## src/shared/adhr_pkg.sv

```systemverilog
// constants of the audio decoder host register bank
package adhr_pkg;
   // -------------------------------------------------------------
   // register addresses
   // -------------------------------------------------------------
   localparam logic [7:0] ADDR_CONTROL    = 8'hAA;
   localparam logic [7:0] ADDR_STREAM     = 8'hAC;
   localparam logic [7:0] ADDR_ANCILLARY  = 8'hAD;
   localparam logic [7:0] ADDR_AUX_STATUS = 8'hAF;
   localparam logic [7:0] ADDR_STATUS     = 8'hC8;
   // -------------------------------------------------------------
   // reset values
   // -------------------------------------------------------------
   localparam logic [7:0] CONTROL_RESET   = 8'h3F;
   localparam logic [7:0] STATUS_RESET    = 8'h01;
   localparam logic [7:0] AUX_RESET       = 8'h11;
   localparam logic [7:0] ANC_RESET       = 8'h00;
   // -------------------------------------------------------------
   // field positions
   // -------------------------------------------------------------
   localparam int BIT_ENABLE    = 7;
   localparam int BIT_BASS      = 6;
   localparam int BIT_CRC_PLAY  = 5;
   localparam int MASK_HI       = 4;
   localparam int FLAG_ANC      = 7;
   localparam int FLAG_REQ      = 6;
   localparam int FLAG_LAYER    = 5;
   localparam int FLAG_SYNC     = 4;
   localparam int FLAG_CRC      = 3;
   localparam int FLAG_LO       = 3;
   localparam int BIT_RATE_HI   = 2;
   localparam int BIT_RATE_LO   = 1;
   localparam int BIT_VERSION   = 0;
   localparam int AUX_FRAME_REQ = 4;
   localparam int AUX_BYTE_REQ  = 3;
   // -------------------------------------------------------------
   // sizes
   // -------------------------------------------------------------
   localparam int FIRST_FILL_BYTES = 1024;
   localparam int FILL_WIDTH       = 11;
   localparam int ANC_DEPTH        = 16;
   // sampling rate selected by {version, code}
   typedef enum logic [2:0] {
      ADHR_FS_22K05 = 3'h0,
      ADHR_FS_24K   = 3'h1,
      ADHR_FS_16K   = 3'h2,
      ADHR_FS_RSV2  = 3'h3,
      ADHR_FS_44K1  = 3'h4,
      ADHR_FS_48K   = 3'h5,
      ADHR_FS_32K   = 3'h6,
      ADHR_FS_RSV1  = 3'h7
   } adhr_rate_type;
endpackage

```

## src/shared/adhr_anc_if.sv

```systemverilog
// ancillary byte buffer connection between bank and buffer
`timescale 1ns/1ps
`default_nettype none
interface adhr_anc_if #(parameter int WIDTH = 8);
   logic             push;
   logic [WIDTH-1:0] pushData;
   logic             pop;
   logic [WIDTH-1:0] head;
   logic             empty;
   logic             full;
   modport fifo (input push, pushData, pop, output head, empty, full);
   modport user (output push, pushData, pop, input head, empty, full);
endinterface
`default_nettype wire

```

## src/core/adhr_anc_fifo.sv

```systemverilog
// ancillary byte buffer
`timescale 1ns/1ps
`default_nettype none
module adhr_anc_fifo #(
   parameter int DEPTH = 16,
   parameter int WIDTH = 8
) (
   input wire logic clk,
   input wire logic sys_rst,
   adhr_anc_if.fifo ancPort
);
   localparam int AW = $clog2(DEPTH);
   logic [WIDTH-1:0] mem [DEPTH];
   logic [AW-1:0]    wrPtr;
   logic [AW-1:0]    rdPtr;
   logic [AW:0]      count;
   logic             doPush;
   logic             doPop;

   assign doPush        = ancPort.push && !ancPort.full;
   assign doPop         = ancPort.pop && !ancPort.empty;
   assign ancPort.empty = (count == '0);
   assign ancPort.full  = (count == (AW+1)'(DEPTH));
   assign ancPort.head  = mem[rdPtr];

   always_ff @(posedge clk) begin
      if (doPush) begin
         mem[wrPtr] <= ancPort.pushData;
      end
   end

   always_ff @(posedge clk) begin
      if (sys_rst) begin
         wrPtr <= '0;
         rdPtr <= '0;
         count <= '0;
      end else begin
         if (doPush) begin
            wrPtr <= (wrPtr == AW'(DEPTH - 1)) ? '0 : wrPtr + 1'b1;
         end
         if (doPop) begin
            rdPtr <= (rdPtr == AW'(DEPTH - 1)) ? '0 : rdPtr + 1'b1;
         end
         if (doPush && !doPop) begin
            count <= count + 1'b1;
         end else if (doPop && !doPush) begin
            count <= count - 1'b1;
         end
      end
   end
endmodule
`default_nettype wire

```

## src/core/adhr_regs.sv

```systemverilog
// host register bank of the layer-3 audio decoder
`timescale 1ns/1ps
`default_nettype none
module adhr_regs #(
   parameter int FIRST_FILL = adhr_pkg::FIRST_FILL_BYTES,
   parameter int ANC_DEPTH  = adhr_pkg::ANC_DEPTH
) (
   input  wire logic       clk,
   input  wire logic       sys_rst,
   input  wire logic [7:0] sfrAddr,
   input  wire logic [7:0] sfrWrData,
   input  wire logic       sfrWr,
   input  wire logic       sfrRd,
   output var  logic [7:0] sfrRdData,
   input  wire logic       decReq,
   input  wire logic       hdrLoad,
   input  wire logic       hdrVersion,
   input  wire logic [1:0] hdrRateCode,
   input  wire logic       layerErr,
   input  wire logic       syncErr,
   input  wire logic       crcErr,
   input  wire logic       ancValid,
   input  wire logic [7:0] ancByte,
   output var  logic       decoderEnable,
   output var  logic       bassBoost,
   output var  logic       crcFramePlay,
   output var  logic       frameSkip,
   output var  logic [7:0] streamByte,
   output var  logic       streamValid,
   output var  logic       fillPending,
   output var  logic       rateReserved,
   output var  logic       decIrq
);
   // ----------------------------------------------------------------
   // state
   // ----------------------------------------------------------------
   logic [7:0]                    control;
   logic                          ancFlag;
   logic                          dataReqFlag;
   logic                          layerFlag;
   logic                          syncFlag;
   logic                          crcFlag;
   logic [1:0]                    rateCode;
   logic                          versionBit;
   logic                          frameReq;
   logic                          byteReq;
   logic                          enPrev;
   logic                          reqPrev;
   logic [adhr_pkg::FILL_WIDTH-1:0] fillCount;
   logic [7:0]                    next_rdData;
   logic [7:0]                    statusValue;
   logic [7:0]                    auxValue;
   logic                          ctrlWr;
   logic                          streamWr;
   logic                          statusRd;
   logic                          ancRd;
   logic                          requesting;
   logic                          reqRise;
   logic                          enableRise;
   adhr_pkg::adhr_rate_type       rateSel;

   adhr_anc_if #(.WIDTH(8)) ancBus ();

   adhr_anc_fifo #(
      .DEPTH (ANC_DEPTH),
      .WIDTH (8)
   ) ancBuffer (
      .clk     (clk),
      .sys_rst (sys_rst),
      .ancPort (ancBus.fifo)
   );

   // ----------------------------------------------------------------
   // decode and events
   // ----------------------------------------------------------------
   assign ctrlWr     = sfrWr && (sfrAddr == adhr_pkg::ADDR_CONTROL);
   assign streamWr   = sfrWr && (sfrAddr == adhr_pkg::ADDR_STREAM);
   assign statusRd   = sfrRd && (sfrAddr == adhr_pkg::ADDR_STATUS);
   assign ancRd      = sfrRd && (sfrAddr == adhr_pkg::ADDR_ANCILLARY);
   assign enableRise = control[adhr_pkg::BIT_ENABLE] && !enPrev;
   assign requesting = control[adhr_pkg::BIT_ENABLE]
                       && (decReq || fillCount != '0);
   assign reqRise    = requesting && !reqPrev;
   assign rateSel    = adhr_pkg::adhr_rate_type'({versionBit, rateCode});

   assign ancBus.push     = ancValid;
   assign ancBus.pushData = ancByte;
   assign ancBus.pop      = ancRd;

   assign statusValue = {ancFlag, dataReqFlag, layerFlag, syncFlag,
                         crcFlag, rateCode, versionBit};
   assign auxValue    = {3'h0, frameReq, byteReq, 3'h0};

   // ----------------------------------------------------------------
   // control register
   // ----------------------------------------------------------------
   always_ff @(posedge clk) begin
      if (sys_rst) begin
         control <= adhr_pkg::CONTROL_RESET;
      end else if (ctrlWr) begin
         control <= sfrWrData;
      end
   end

   always_ff @(posedge clk) begin
      if (sys_rst) begin
         decoderEnable <= 1'b0;
         bassBoost     <= 1'b0;
         crcFramePlay  <= 1'b0;
         enPrev        <= 1'b0;
      end else begin
         decoderEnable <= control[adhr_pkg::BIT_ENABLE];
         bassBoost     <= control[adhr_pkg::BIT_BASS];
         crcFramePlay  <= control[adhr_pkg::BIT_CRC_PLAY];
         enPrev        <= control[adhr_pkg::BIT_ENABLE];
      end
   end

   // ----------------------------------------------------------------
   // status flags
   // ----------------------------------------------------------------
   always_ff @(posedge clk) begin
      if (sys_rst) begin
         ancFlag <= 1'b0;
      end else begin
         ancFlag <= !ancBus.empty;
      end
   end

   always_ff @(posedge clk) begin
      if (sys_rst) begin
         dataReqFlag <= 1'b0;
         layerFlag   <= 1'b0;
         syncFlag    <= 1'b0;
         crcFlag     <= 1'b0;
      end else begin
         // a set in the read cycle wins over the clear
         if (reqRise) begin
            dataReqFlag <= 1'b1;
         end else if (statusRd) begin
            dataReqFlag <= 1'b0;
         end
         if (layerErr && decoderEnable) begin
            layerFlag <= 1'b1;
         end else if (statusRd) begin
            layerFlag <= 1'b0;
         end
         if (syncErr && decoderEnable) begin
            syncFlag <= 1'b1;
         end else if (statusRd) begin
            syncFlag <= 1'b0;
         end
         if (crcErr && decoderEnable) begin
            crcFlag <= 1'b1;
         end else if (statusRd) begin
            crcFlag <= 1'b0;
         end
      end
   end

   always_ff @(posedge clk) begin
      if (sys_rst) begin
         versionBit <= adhr_pkg::STATUS_RESET[adhr_pkg::BIT_VERSION];
         rateCode   <= adhr_pkg::STATUS_RESET[adhr_pkg::BIT_RATE_HI:adhr_pkg::BIT_RATE_LO];
      end else if (hdrLoad && decoderEnable) begin
         versionBit <= hdrVersion;
         rateCode   <= hdrRateCode;
      end
   end

   always_ff @(posedge clk) begin
      if (sys_rst) begin
         rateReserved <= 1'b0;
      end else begin
         rateReserved <= (rateSel == adhr_pkg::ADHR_FS_RSV1)
                         || (rateSel == adhr_pkg::ADHR_FS_RSV2);
      end
   end

   always_ff @(posedge clk) begin
      if (sys_rst) begin
         decIrq <= 1'b0;
      end else begin
         decIrq <= |(statusValue[adhr_pkg::FLAG_ANC:adhr_pkg::FLAG_LO]
                     & ~control[adhr_pkg::MASK_HI:0]);
      end
   end

   always_ff @(posedge clk) begin
      if (sys_rst) begin
         frameSkip <= 1'b0;
      end else begin
         frameSkip <= crcErr && decoderEnable
                      && !control[adhr_pkg::BIT_CRC_PLAY];
      end
   end

   // ----------------------------------------------------------------
   // data request handshake
   // ----------------------------------------------------------------
   always_ff @(posedge clk) begin
      if (sys_rst) begin
         fillCount <= '0;
      end else if (!control[adhr_pkg::BIT_ENABLE]) begin
         fillCount <= '0;
      end else if (enableRise) begin
         fillCount <= adhr_pkg::FILL_WIDTH'(FIRST_FILL);
      end else if (streamWr && fillCount != '0) begin
         fillCount <= fillCount - 1'b1;
      end
   end

   always_ff @(posedge clk) begin
      if (sys_rst) begin
         fillPending <= 1'b0;
         reqPrev     <= 1'b0;
      end else begin
         fillPending <= (fillCount != '0);
         reqPrev     <= requesting;
      end
   end

   always_ff @(posedge clk) begin
      if (sys_rst) begin
         frameReq <= adhr_pkg::AUX_RESET[adhr_pkg::AUX_FRAME_REQ];
      end else if (control[adhr_pkg::BIT_ENABLE]) begin
         frameReq <= requesting;
      end
   end

   always_ff @(posedge clk) begin
      if (sys_rst) begin
         byteReq <= adhr_pkg::AUX_RESET[adhr_pkg::AUX_BYTE_REQ];
      end else if (streamWr) begin
         byteReq <= 1'b0;
      end else if (requesting) begin
         byteReq <= 1'b1;
      end
   end

   // ----------------------------------------------------------------
   // stream input and read port
   // ----------------------------------------------------------------
   always_ff @(posedge clk) begin
      if (sys_rst) begin
         streamByte  <= 8'h00;
         streamValid <= 1'b0;
      end else begin
         streamValid <= streamWr;
         if (streamWr) begin
            streamByte <= sfrWrData;
         end
      end
   end

   always_comb begin
      next_rdData = 8'h00;
      unique case (sfrAddr)
         adhr_pkg::ADDR_CONTROL:    next_rdData = control;
         adhr_pkg::ADDR_STATUS:     next_rdData = statusValue;
         adhr_pkg::ADDR_AUX_STATUS: next_rdData = auxValue;
         adhr_pkg::ADDR_ANCILLARY: begin
            // an empty buffer presents zero
            next_rdData = ancBus.empty ? adhr_pkg::ANC_RESET
                                       : ancBus.head;
         end
         default:                   next_rdData = 8'h00;
      endcase
   end

   always_ff @(posedge clk) begin
      if (sys_rst) begin
         sfrRdData <= 8'h00;
      end else if (sfrRd) begin
         sfrRdData <= next_rdData;
      end
   end

   localparam logic [adhr_pkg::FILL_WIDTH-1:0] FILL_WIDTH_CHECK =
      adhr_pkg::FILL_WIDTH'(FIRST_FILL);
endmodule
`default_nettype wire

```

## config.mk

```make
export PLATFORM = sky130hd
export DESIGN_NAME = adhr_regs
export DESIGN_NICKNAME = d
export VERILOG_FILES = /design/src/shared/adhr_pkg.sv /design/src/shared/adhr_anc_if.sv /design/src/core/adhr_anc_fifo.sv /design/src/core/adhr_regs.sv
export SDC_FILE = /design/constraint.sdc
export NUM_CORES = 1
export LEC_CHECK = 0
export ABC_AREA = 1
export ABC_CLOCK_PERIOD_IN_PS = 2600
export BUFFER_PORTS_ARGS = -buffer_cell sky130_fd_sc_hd__buf_2
export CORE_AREA = 4 4 164 166
export CTS_CLUSTER_DIAMETER = 100
export CTS_CLUSTER_SIZE = 40
export DETAILED_ROUTE_END_ITERATION = 8
export DIE_AREA = 0 0 168 170
export PLACE_DENSITY_LB_ADDON = 0.3
export SYNTH_ARGS = -nofsm -noshare
export SYNTH_HDL_FRONTEND = slang
export SYNTH_SLANG_ARGS = --single-unit
```

## constraint.sdc

```tcl
create_clock -name clk -period 2.6 [get_ports clk]
set_input_delay 0.52 -clock clk [delete_from_list [all_inputs] [get_ports clk]]
set_output_delay 0.52 -clock clk [all_outputs]
set_load 0.01 [all_outputs]
```

Yosys cells after proc, flatten, opt, wreduce, memory -nomap -nowiden
Memories as Yosys holds them, arrays and structs flattened. A register that Yosys moved wholly into a read port is not among the register bits.
Cells that the tools add are included.
{ "word_totals": {"ff_bits": 67, "latchBits": 0, "ramBits": 128, "romBits": 0, "input_bits": 37, "word_cells": 100, "mem_count": 1} }
{ "mem_list": {"columns": ["memory", "depth", "width", "read_ports", "rd_ports_with_merged_regs", "write_ports", "line", "text"], "rows": [
  ["ancBuffer.mem", 16, 8, 1, 1, 1, "adhr_anc_fifo.sv:13", "logic [WIDTH-1:0] mem [DEPTH];"]
]} }
{ "classes": {"addsub": 5, "mul": 0, "n_div": 0, "order_cmp": 0, "n_eq_ne": 10, "shifts": 0, "mux": 17, "bitwise": 3, "n_reduce_logical": 38} }
{ "ops": {"columns": ["operator", "n"], "rows": [
  ["8-bit == test (second input constant)", 5],
  ["8-bit one-hot mux with 4 select lines", 1],
  ["11-bit 2-to-1 mux", 2],
  ["1-bit logical AND", 17],
  ["4-bit 2-to-1 mux", 4],
  ["2-bit nonzero test", 6],
  ["11-bit nonzero test", 1],
  ["11-bit by 1-bit subtractor with 11-bit output (second input constant)", 1],
  ["5-bit 2-to-1 mux", 2],
  ["4-bit by 1-bit adder with 4-bit output (second input constant)", 2],
  ["4-bit == test (second input constant)", 2],
  ["8-bit 2-to-1 mux", 1],
  ["1-bit logical NOT", 7],
  ["1-bit 2-to-1 mux", 7],
  ["5-bit by 1-bit adder with 5-bit output (second input constant)", 1],
  ["5-bit AND", 1],
  ["5-bit == test (second input constant)", 1],
  ["5-bit logical NOT", 1],
  ["5-bit inverter", 1],
  ["5-bit OR reduction", 1],
  ["5-bit by 1-bit subtractor with 5-bit output (second input constant)", 1],
  ["2-bit OR reduction", 2],
  ["3-bit by 2-bit == test with 1-bit output (second input constant)", 1],
  ["3-bit == test (second input constant)", 1],
  ["3 further kinds", 4]
]} }

Logic depth before layout (Yosys ltp)
Gate-level depths: netlist (run 1).
{ "depth": {"depth_word": 7, "mapped_depth": 16} }

By module
Synthesis (run 1) repeated with hierarchy kept, for this count alone.
{ "unflattened": {"hier_cells": 975, "area_unflattened_um2": 8778.4} }
{ "by_module_without_submodules": {"columns": ["mod", "instances", "cells_each", "area_each_um2"], "rows": [
  ["adhr_anc_fifo", 1, 625, 6318.6],
  ["adhr_regs", 1, 350, 2459.9]
]} }

Worst setup path before layout (run 1)
Ideal clock, no wire load.
{ "synth_timing": {"path_kind": "input port to flip-flop", "from": "input sfrAddr[4]", "to": "register ancBuffer.count[4]", "arrival_ns": 2.361, "required_ns": 2.481, "path_slack_ns": 0.120, "path_stages": 16, "n_path_buf": 0, "cell_sequence": "inv_1 nand2_2 nor2_8 nand3_1 nor2_1 nand3_1 ha_1 inv_1 ha_1 a21o_1 a21oi_1 nor2_1 nor2_1 nand2_1 o21ai_0 a21oi_1"} }
{ "synth_between": {"elab_chain_cells": 6, "elab_cells_between_ends": 8, "cone_classes": "eq/ne (1); mux (1); reduce/logical (6)"} }
{ "synth_lines": {"columns": ["element", "line", "text"], "rows": [
  ["start: declaration", "adhr_regs.sv:10", "input wire logic [7:0] sfrAddr,"],
  ["8-bit == test *", "adhr_regs.sv:79", "assign ancRd = sfrRd && (sfrAddr == adhr_pkg::ADDR_ANCILLARY);"],
  ["1-bit logical AND *", "adhr_regs.sv:79", null],
  ["1-bit logical AND *", "adhr_anc_fifo.sv:21", "assign doPop = ancPort.pop && !ancPort.empty;"],
  ["1-bit logical NOT", "adhr_anc_fifo.sv:44", "if (doPush && !doPop) begin"],
  ["1-bit logical AND", "adhr_anc_fifo.sv:44", null],
  ["5-bit 2-to-1 mux / 2-bit nonzero test (equally long branches)", null, null],
  ["end signal: assignment", "adhr_anc_fifo.sv:45", "count <= count + 1'b1;"],
  ["end signal: assignment", "adhr_anc_fifo.sv:47", "count <= count - 1'b1;"],
  ["end: declaration", "adhr_anc_fifo.sv:16", "logic [AW:0] count;"]
]} }
Mark *: on every way between the ends. The rest lies on a longest branch, timed or not.
A chain may end at the register's enable or synchronous reset.

Worst setup path after layout (run 1)
{ "layout_timing": {"from": "register ancBuffer.count[0]", "to": "register ancBuffer.count[4]"} }
{ "layout_between": {"elab_chain_cells": 6, "elab_cells_between_ends": 15, "cone_classes": "add/sub (2); eq/ne (1); mux (2); reduce/logical (10)"} }
{ "layout_lines": {"columns": ["element"], "rows": [
  ["parallel branches: the longest is 6 deep, another holds 5-bit by 1-bit subtractor with 5-bit output"]
]} }
Several ways; the timed one is not identified. The select of a mux whose other input is x is not followed.

==> results.sh, run 1 <==
export IMPL_outcome="finished clean"
export IMPL_die_y_um=170
export IMPL_fmax_ghz=0.411
export IMPL_power_density_nw_per_um2=636
export IMPL_first_global_vias=6063
export IMPL_cp_end_kind="flop"
export IMPL_cp_arrival_ns=2.76
export IMPL_syn_inst=976
export IMPL_leakagePower_nw=4.58
export IMPL_final_nets=1115
export IMPL_wl_per_cell_um=14.6
export IMPL_p_int_w=0.00509
export IMPL_grt_usage=0.145
export IMPL_startpoint_type="flop"
export IMPL_hold_ws_ns=0.291
export IMPL_synth_edf_count=128
export IMPL_die_area_um2=28600
export IMPL_switching_power_w=0.00148
export IMPL_synthTopCellsByArea="edfxtp_1 44%, dfxtp_1 16%, nand2_1 12%"
export IMPL_cap_violations=0
export IMPL_ys_warn_count=0
export IMPL_dp_hpwl_um=13700
export IMPL_rsz0062_at_grt="no"
export IMPL_io_buffers=60
export IMPL_path_class="flop to flop"
export IMPL_die_x_um=168
export IMPL_initial_core_util=0.344
export IMPL_synth_area_um2=8820
export IMPL_worstPathRequired_ns=2.93
export IMPL_syn2layout_area_growth_pct=17.2
export IMPL_antenna_found_initial=0
export IMPL_finClkSkew_ns=0.00971
export IMPL_clkPwrFrac=0.421
export IMPL_vdd_drop_max_mv=0.441
export IMPL_holdBufCountCts=0
export IMPL_period_needed_ns=2.43
export IMPL_ys_seq_elements=199
export IMPL_nFillCells=2483
export IMPL_clk_insertion_delay_late_ns=0.43
export IMPL_via_per_inst=4.60
export IMPL_min_period_over_period=0.935
export IMPL_utilization=0.403
export IMPL_core_area_um2=25600
export IMPL_cts_sinks=199
export IMPL_pin_count=61
export IMPL_fin_ws_ns=0.169
export IMPL_final_area_um2=10300
export IMPL_fin_cells=1414
export IMPL_cts_buffers=17
export IMPL_async_reset_ff_frac=0
export IMPL_hold_viol=0
export IMPL_dp_slack_ns=-0.107
export IMPL_antennaDiodeCount=0
export IMPL_drt_initial_drc_count=470
export IMPL_report_final_setup_viol=0
export IMPL_syn_avg_cell_area_um2=9.04
export IMPL_grt_pass1_wl_um=32600
export IMPL_grt_remaining_overflow=0
export IMPL_drive_gt1_frac=0.149
export IMPL_pwr_share_seq=0.522
export IMPL_drtAntennaViolNets=0
export IMPL_regToRegStartpoint="ancBuffer.count[0]"
export IMPL_power_frac_comb=0.057
export IMPL_critPathLaunch="ancBuffer.count[0]"
export IMPL_dp_cells=1382
export IMPL_dr_pass1_iters=5
export IMPL_tightest_slew_ns=0.731
export IMPL_synth_area_leader_cell="edfxtp_1"
export IMPL_path_clk_slew_ns=0.08
export IMPL_syn_nets=1025
export IMPL_place_congestion=0.847
export IMPL_critPathMaxFanout=3
export IMPL_grt_max_degree=65
export IMPL_wirelength_um=20600
export IMPL_cts_tree="done"
export IMPL_post_route_drc_count=0
export IMPL_clock_path_buffers=2
export IMPL_slew_headroom=0.513
export IMPL_slew_violations=0
export IMPL_synth_top_area_frac=0.436
export IMPL_root_buffer="clkbuf_16"
export IMPL_synth_seq_area_share=0.597
export IMPL_place_area_um2=9710
export IMPL_min_path_type="primary input to flop"
export IMPL_vias=6504
export IMPL_synth_flop_cell="edfxtp_1"
export IMPL_swShare=0.225
export IMPL_rows=59
export IMPL_htreeDepth=4
export IMPL_hp_start="sfrWrData[7]"
export IMPL_ys_types=40
flip-flops by register name (all words and copies together), names as in the netlist, 2 cells and up, named ones only:
name / count
ancBuffer.count: 5
sfrRdData: 8
rateCode: 2
ancBuffer.rdPtr: 4
streamByte: 8
ancBuffer.wrPtr: 4
control: 8
fillCount: 11
ancBuffer.mem: 128
power groups by stage:
| stage | Sequential [W] | Clock (W) | Combinational [W] |
|---|---|---|---|
| finish | 0.00343 | 0.00277 | 0.000374 |
| global route | 0.00343 | 0.00295 | 0.000416 |
| CTS | 0.00343 | 0.00282 | 0.000375 |
| detailed placement | 0.00350 | 0 | 0.000374 |
| global placement | 0.00350 | 0 | 0.000365 |
| floorplan | 0.00350 | 0 | 0.000186 |
routing by layer:
layer / GRT usage / routed length [um] / up-vias
met4: 0.0402 / 310 / 0
li1: - / - / 3322
met2: 0.239 / 10000 / 122
met5: 0 / 0 / -
met3: 0.0300 / 797 / 21
met1: 0.195 / 9460 / 3039
cells by family (layout without fill, tap and decap cells):
kind of cell | count (synthesis) | in the layout | share of synthesized area
AND/OR/NAND/NOR | 485 | 485 | 0.242
flip-flops | 199 | 199 | 0.597
buffers and inverters | 192 | 295 | 0.0864
AO/OA/AOI/OAI | 78 | 78 | 0.0465
adder cells (fa/ha/maj) | 12 | 12 | 0.0179
XOR/XNOR | 10 | 10 | 0.00993
critical path, cell delays in order, from the launching register on:
cell,delay [ns]
dfxtp_1,0.32
nor2_1,0.14
nand3_1,0.10
nor2_2,0.11
inv_1,0.06
nand3_1,0.11
ha_1,0.19
inv_1,0.07
buf_4,0.14
fa_1,0.38
a21o_1,0.18
a21oi_2,0.14
nor2_1,0.05
nor2_1,0.08
nand2_1,0.07
o21ai_0,0.14
a21oi_1,0.05
placed cells by master (no fill, tap or decap), types with 11 or more instances in the layout:
| cell | count |
|---|---|
| nand2_1 | 284 |
| inv_1 | 153 |
| edfxtp_1 | 128 |
| nand3_1 | 124 |
| dfxtp_1 | 70 |
| buf_2 | 60 |
| nor2_1 | 43 |
| a21oi_1 | 41 |
| buf_4 | 40 |
| o21ai_0 | 27 |
| clkbuf_16 | 17 |
| ha_1 | 11 |
synthesized netlist by cell type (2+ instances only):
library cell / count
nor2_1: 44
buf_6: 2
nor2_8: 2
nand3_1: 124
o211ai_1: 2
inv_1: 153
buf_2: 16
or2_2: 2
ha_1: 11
nor3_1: 8
dfxtp_1: 71
buf_1: 2
nor2_4: 3
a21oi_1: 42
nand4_1: 4
xor2_1: 6
nor2_2: 2
o21ai_0: 27
nand2_2: 4
a21o_1: 2
clkbuf_1: 9
nand2_1: 284
inv_2: 7
edfxtp_1: 128
xnor2_1: 4
nand4_4: 2
o22ai_1: 2
path summary, 6_finish.rpt:
| path | to | slack [ns] | depth (start not counted) |
|---|---|---|---|
| max reg2reg | ancBuffer.count[4] | 0.17 | 16 |
| max | ancBuffer.count[4] | 0.17 | 16 |
| min reg2reg | dataReqFlag | 0.42 | 1 |
| min | streamByte[7] | 0.29 | 3 |
cell type report:
| class | instances | area [um2] | area share |
|---|---|---|---|
| Sequential cell | 199 | 5270 | 0.510 |
| Clock buffer | 18 | 429 | 0.0415 |
| Inverter | 162 | 611 | 0.0591 |
| Multi-Input combinational cell | 585 | 2800 | 0.271 |
| Timing Repair Buffer | 101 | 621 | 0.0601 |
| Tap cell | 335 | 419 | 0.0406 |
| Clock inverter | 14 | 188 | 0.0182 |
stage by stage:
| stage | TNS, ns | power [W] |
|---|---|---|
| floorplan | 0 | 0.00369 |
| global placement | -0.147 | 0.00386 |
| detailed placement | -0.212 | 0.00387 |
| CTS | 0 | 0.00662 |
| global route | 0 | 0.00680 |
| finish | 0 | 0.00657 |
timing repair:
item | in CTS | in global routing
resized for setup | 0 | 2
endpoints found under the setup margin | 0 | 1
setup buffers | 0 | 0
Note: power is estimated with default switching activity, not from simulation.
==> run 2, diff against run 1 <==
--- a/config.mk
+++ b/config.mk
@@ -16,4 +16,5 @@
 export PLACE_DENSITY_LB_ADDON = 0.3
 export SYNTH_ARGS = -nofsm -noshare
 export SYNTH_HDL_FRONTEND = slang
+export SYNTH_HIERARCHICAL = 1
 export SYNTH_SLANG_ARGS = --single-unit
==> run 2 against run 1 <==
Against the previous run:
- die area unchanged
- global-route usage about the same
- cell area down 1.1%
==> results.sh, run 2 <==
export IMPL_slew_headroom=0.430
export IMPL_die_y_um=170
export IMPL_drtAntennaViolNets=0
export IMPL_hold_ws_ns=0.286
export IMPL_drive_gt1_frac=0.138
export IMPL_top_layer="met4"
export IMPL_grt_max_degree=67
export IMPL_reg_top3="ancBuffer/mem: 128 flops, fillCount: 11 flops"
export IMPL_regToRegStartpoint="ancBuffer/count[0]"
export IMPL_cts_buffers=17
export IMPL_dp_cells=1367
export IMPL_clock_path_buffers=2
export IMPL_syn_avg_cell_area_um2=9.01
export IMPL_syn_nets=1024
export IMPL_core_area_um2=25600
export IMPL_grt_remaining_overflow=0
export IMPL_post_cts_buffers=0
export IMPL_holdBufCountCts=0
export IMPL_vdd_drop_max_mv=0.409
export IMPL_rrSetupSlack_ns=0.33
export IMPL_largest_reg_flops=128
export IMPL_cts_sinks=199
export IMPL_utilization=0.399
export IMPL_path_cells="nor2_1 -> nand3_1 -> nand2_2 -> inv_2 -> ha_1 -> inv_1 -> ha_1 -> a21oi_1 -> nand2_1 -> nand2_1 -> nand2_1 -> o21ai_0 -> inv_1"
export IMPL_period_needed_ns=2.27
export IMPL_rows=59
export IMPL_place_area_um2=9540
export IMPL_cp_arrival_ns=2.61
export IMPL_crit_slowest_cell="dfxtp_1"
export IMPL_die_x_um=168
export IMPL_syn_inst=974
export IMPL_fmax_ghz=0.441
export IMPL_post_cts_resize_count=0
export IMPL_report_final_setup_viol=0
export IMPL_min_period_over_period=0.871
export IMPL_rr_endpoint="ancBuffer/count[3]"
export IMPL_io_buffers=60
export IMPL_final_nets=1101
export IMPL_cp_end_kind="flop"
export IMPL_min_path_type="primary input to flop"
export IMPL_final_common_cell="nand2_1"
export IMPL_grt_pass1_wl_um=32600
export IMPL_die_area_um2=28600
export IMPL_met1Wirelength_um=9570
export IMPL_routed_wl_met2_um=10300
export IMPL_place_congestion=0.808
export IMPL_startpoint_type="flop"
export IMPL_antenna_found_initial=0
export IMPL_fin_ws_ns=0.335
export IMPL_slew_violations=0
export IMPL_clk_insertion_delay_late_ns=0.45
export IMPL_hp_start="sfrWrData[2]"
export IMPL_cts_tree="done"
export IMPL_root_buffer="clkbuf_16"
export IMPL_hold_viol=0
export IMPL_via_per_inst=4.67
export IMPL_fin_cells=1399
export IMPL_path_class="flop to flop"
export IMPL_ys_warn_count=6
export IMPL_top_register="ancBuffer/mem"
export IMPL_dp_hpwl_um=13900
export IMPL_leakagePower_nw=4.36
export IMPL_cap_violations=0
export IMPL_drt_initial_drc_count=532
export IMPL_critPathMaxStageDelay_ns=0.36
export IMPL_worstPathRequired_ns=2.95
export IMPL_critPathLaunch="ancBuffer/count[0]"
export IMPL_initial_core_util=0.343
export IMPL_wirelength_um=20800
export IMPL_dr_pass1_iters=6
export IMPL_outcome="finished clean"
export IMPL_grt_usage=0.145
export IMPL_htreeDepth=4
export IMPL_min_to="streamByte[2]"
export IMPL_path_common_cell="nand2_1"
export IMPL_pin_count=61
export IMPL_path_clk_slew_ns=0.09
export IMPL_antennaDiodeCount=0
export IMPL_tightest_slew_ns=0.852
export IMPL_finClkSkew_ns=0.0210
export IMPL_vias=6540
export IMPL_first_global_vias=6085
export IMPL_holdPathStages=3
export IMPL_dp_slack_ns=-0.0135
export IMPL_final_cell_mix="321 x nand2_1, 128 x edfxtp_1, 120 x nand3_1"
export IMPL_critPathMaxFanout=10
export IMPL_wl_met3_um=500
export IMPL_power_density_nw_per_um2=662
export IMPL_rsz0062_at_grt="no"
export IMPL_syn2layout_area_growth_pct=16.4
export IMPL_final_area_um2=10200
export IMPL_synth_area_um2=8770
export IMPL_r2r_cells=13
export IMPL_wl_per_cell_um=14.8
export IMPL_post_route_drc_count=0
[run 2: final cells by class]
type / count / area [um2]
clock buffer: 17 / 425
multi-input combinational: 638 / 2910
tap: 335 / 419
inverter: 103 / 388
fill: 2505 / 15400
sequential: 199 / 5270
timing repair buffer: 92 / 566
clock inverter: 15 / 248
[run 2: metrics by stage]
stage / setup TNS, ns / power [W]
6_report: 0 / 0.00676
5_1_grt: 0 / 0.00701
4_1_cts: 0 / 0.00680
3_5_place_dp: -0.0135 / 0.00388
3_3_place_gp: 0 / 0.00388
2_1_floorplan: 0 / 0.00372
[run 2: per-layer routing]
| metal | global-route usage | vias to the layer above |
|---|---|---|
| li1 | - | 3334 |
| met3 | 0.0228 | 25 |
| met4 | 0.0476 | 0 |
| met2 | 0.248 | 93 |
| met1 | 0.188 | 3088 |
| met5 | 0 | - |
[run 2: worst max path at each step]
stage,endpoint,slack (ns),cells past startpoint
after floorplan,ancBuffer/count[4],0.07,12
after CTS,ancBuffer/count[3],0.33,13
final,ancBuffer/count[3],0.33,13
after global routing,ancBuffer/count[3],0.07,13
after detailed placement,ancBuffer/count[3],-0.01,14
after global placement,ancBuffer/count[4],0.04,12
[run 2: worst max-delay path: cells and delay by family, from the launching register on]
family          cells  cell delay, ns
flops               1            0.36
compound gates      2            0.29
buf+inv             3            0.28
fa+ha+maj           2            0.54
simple gates        6            0.69
[run 2: where the power goes]
group          leakage [nW]  switching (W)  internal, W
Sequential             1.73      0.0000278      0.00341
Combinational          2.31       0.000251     0.000122
Clock                 0.327        0.00154      0.00141
==> run 3, diff against run 2 <==
--- a/config.mk
+++ b/config.mk
@@ -6,7 +6,7 @@
 export NUM_CORES = 1
 export LEC_CHECK = 0
 export ABC_AREA = 1
-export ABC_CLOCK_PERIOD_IN_PS = 2600
+export ABC_CLOCK_PERIOD_IN_PS = 2090
 export BUFFER_PORTS_ARGS = -buffer_cell sky130_fd_sc_hd__buf_2
 export CORE_AREA = 4 4 164 166
 export CTS_CLUSTER_DIAMETER = 100
==> constraint.sdc (replaced) <==
create_clock -name clk -period 2.09 [get_ports clk]
set_input_delay 0.418 -clock clk [delete_from_list [all_inputs] [get_ports clk]]
set_output_delay 0.418 -clock clk [all_outputs]
set_load 0.01 [all_outputs]
==> run 3 against run 2 <==
Against the previous run:
- sequential share of layout area fell by 0.92 points
- hold slack got worse by 0.12 ns
- global-route usage rose by 0.59 points
- clock power rose by 21%
- fmax rose by 17%
- largest cell class unchanged
- setup slack got worse by 0.18 ns
- critical path type unchanged
- core utilization rose by 0.73 points
- register-to-register slack got worse by 0.18 ns
==> results.sh, run 3 (synthesized netlist as in run 2, its figures left out) <==
export IMPL_outcome="finished clean"
export IMPL_critPathMaxFanout=4
export IMPL_switching_power_w=0.00220
export IMPL_final_area_um2=10400
export IMPL_first_global_vias=6545
export IMPL_via_per_inst=4.68
export IMPL_path_cells="nor2_2 -> nand3_1 -> nand2_2 -> inv_2 -> ha_2 -> inv_2 -> buf_4 -> ha_1 -> nand3_1 -> nand2_1 -> nand2_1 -> nand2_1 -> o21ai_0 -> inv_1"
export IMPL_drt_initial_drc_count=445
export IMPL_cp_arrival_ns=2.28
export IMPL_clkPwrFrac=0.427
export IMPL_antenna_found_initial=0
export IMPL_utilization=0.406
export IMPL_drtAntennaViolNets=0
export IMPL_fin_cells=1420
export IMPL_clock_path_buffers=2
export IMPL_holdBufCountCts=0
export IMPL_cap_violations=0
export IMPL_slew_violations=0
export IMPL_grt_usage=0.151
export IMPL_clk_insertion_delay_late_ns=0.45
export IMPL_place_congestion=0.784
export IMPL_path_class="flop to flop"
export IMPL_leakagePower_nw=4.48
export IMPL_report_final_setup_viol=0
export IMPL_grt_remaining_overflow=0
export IMPL_swShare=0.263
export IMPL_io_buffers=60
export IMPL_min_period_over_period=0.924
export IMPL_hold_viol=0
export IMPL_die_area_um2=28600
export IMPL_tightest_slew_ns=0.469
export IMPL_cp_end_kind="flop"
export IMPL_final_common_cell="nand2_1"
export IMPL_path_clk_slew_ns=0.08
export IMPL_power_density_nw_per_um2=803
export IMPL_fin_ws_ns=0.159
export IMPL_post_route_drc_count=0
export IMPL_regToRegStartpoint="ancBuffer/count[2]"
export IMPL_worstPathRequired_ns=2.44
export IMPL_path_buf_inv=4
export IMPL_grt_max_degree=43
export IMPL_core_area_um2=25600
export IMPL_fmax_ghz=0.518
export IMPL_rows=59
export IMPL_post_cts_buffers=0
export IMPL_hp_start="hdrVersion"
export IMPL_dp_cells=1388
export IMPL_vias=6640
export IMPL_cts_tree="done"
export IMPL_hold_ws_ns=0.170
export IMPL_crit_slowest_cell="dfxtp_1"
export IMPL_crit_family="simple AND/OR/NAND/NOR gates"
export IMPL_htreeDepth=4
export IMPL_grt_pass1_wl_um=34000
export IMPL_critPathLaunch="ancBuffer/count[2]"
export IMPL_wl_per_cell_um=14.6
export IMPL_rsz0062_at_grt="no"
export IMPL_antennaDiodeCount=0
export IMPL_slew_headroom=0.687
export IMPL_place_area_um2=9740
export IMPL_path_common_cell="nand2_1"
export IMPL_syn2layout_area_growth_pct=18.6
export IMPL_drive_gt1_frac=0.162
export IMPL_largest_reg_flops=128
export IMPL_top_register="ancBuffer/mem"
export IMPL_power_frac_comb=0.062
export IMPL_min_path_type="primary input to flop"
export IMPL_dp_slack_ns=-0.262
export IMPL_final_nets=1122
export IMPL_period_needed_ns=1.93
export IMPL_dr_pass1_iters=5
export IMPL_initial_core_util=0.343
export IMPL_startpoint_type="flop"
export IMPL_critPathMaxStageDelay_ns=0.42
export IMPL_final_cell_mix="320 x nand2_1, 128 x edfxtp_1, 119 x nand3_1"
export IMPL_vdd_drop_max_mv=0.599
export IMPL_pin_count=61
export IMPL_die_x_um=168
export IMPL_finClkSkew_ns=0.0172
export IMPL_pwr_share_seq=0.512
export IMPL_cts_buffers=17
export IMPL_p_int_w=0.00615
export IMPL_wirelength_um=20800
export IMPL_cts_sinks=199
export IMPL_die_y_um=170
export IMPL_root_buffer="clkbuf_16"
export IMPL_reg_top3="ancBuffer/mem: 128 flops, fillCount: 11 flops"
export IMPL_dp_hpwl_um=14100
run 3: cell count changes in the layout (fill, tap and decap cells not counted), sizes merged:
| cell | delta |
|---|---|
| clkinv | +2 |
| buf | +21 |
| inv | -2 |
run 3: worst paths after layout:
kind         cells past startpoint            endpoint  slack (ns)
max                             14  ancBuffer/count[3]        0.16
min                              3          versionBit        0.17
max reg2reg                     14  ancBuffer/count[3]        0.16
min reg2reg                      1         dataReqFlag        0.43
run 3: repair_timing:
| item | CTS | global route |
|---|---|---|
| setup endpoints to repair | 0 | 2 |
| gates resized for setup | 0 | 3 |
| endpoints found under the hold margin | 0 | 0 |
run 3: metrics by stage:
step | setup TNS [ns] | power [W]
2_1_floorplan | 0 | 0.00463
3_3_place_gp | -0.668 | 0.00486
3_5_place_dp | -0.744 | 0.00487
4_1_cts | 0 | 0.00843
5_1_grt | 0 | 0.00867
6_report | 0 | 0.00835
run 3: routing by layer:
layer  global-route usage  wire (um)
met1                0.203       9520
met2                0.248      10000
met3               0.0276        942
met4               0.0473        288
met5                    0          0
run 3: cell type report:
cell class | instances | area [um2]
well taps | 335 | 419
flip-flops and latches | 199 | 5270
repair buffers | 113 | 736
fillers | 2526 | 15200
clock buffers | 17 | 425
clock inverters | 15 | 233
inverters | 103 | 393
multi-input cells | 638 | 2930
run 3: worst reg2reg max path: stages, from the launching register on:
cell     delay [ns]
dfxtp_1        0.42
nor2_2         0.07
nand3_1        0.10
nand2_2        0.07
inv_2          0.06
ha_2           0.21
inv_2          0.07
buf_4          0.13
ha_1           0.27
nand3_1        0.08
nand2_1        0.07
nand2_1        0.06
nand2_1        0.04
o21ai_0        0.14
inv_1          0.05
run 3: power groups by stage:
stage          logic [W]  clock network (W)  registers [W]
3_3_place_gp    0.000501                  0        0.00436
4_1_cts         0.000513            0.00364        0.00427
5_1_grt         0.000578            0.00382        0.00428
3_5_place_dp    0.000511                  0        0.00436
6_report        0.000515            0.00356        0.00427
2_1_floorplan   0.000273                  0        0.00436
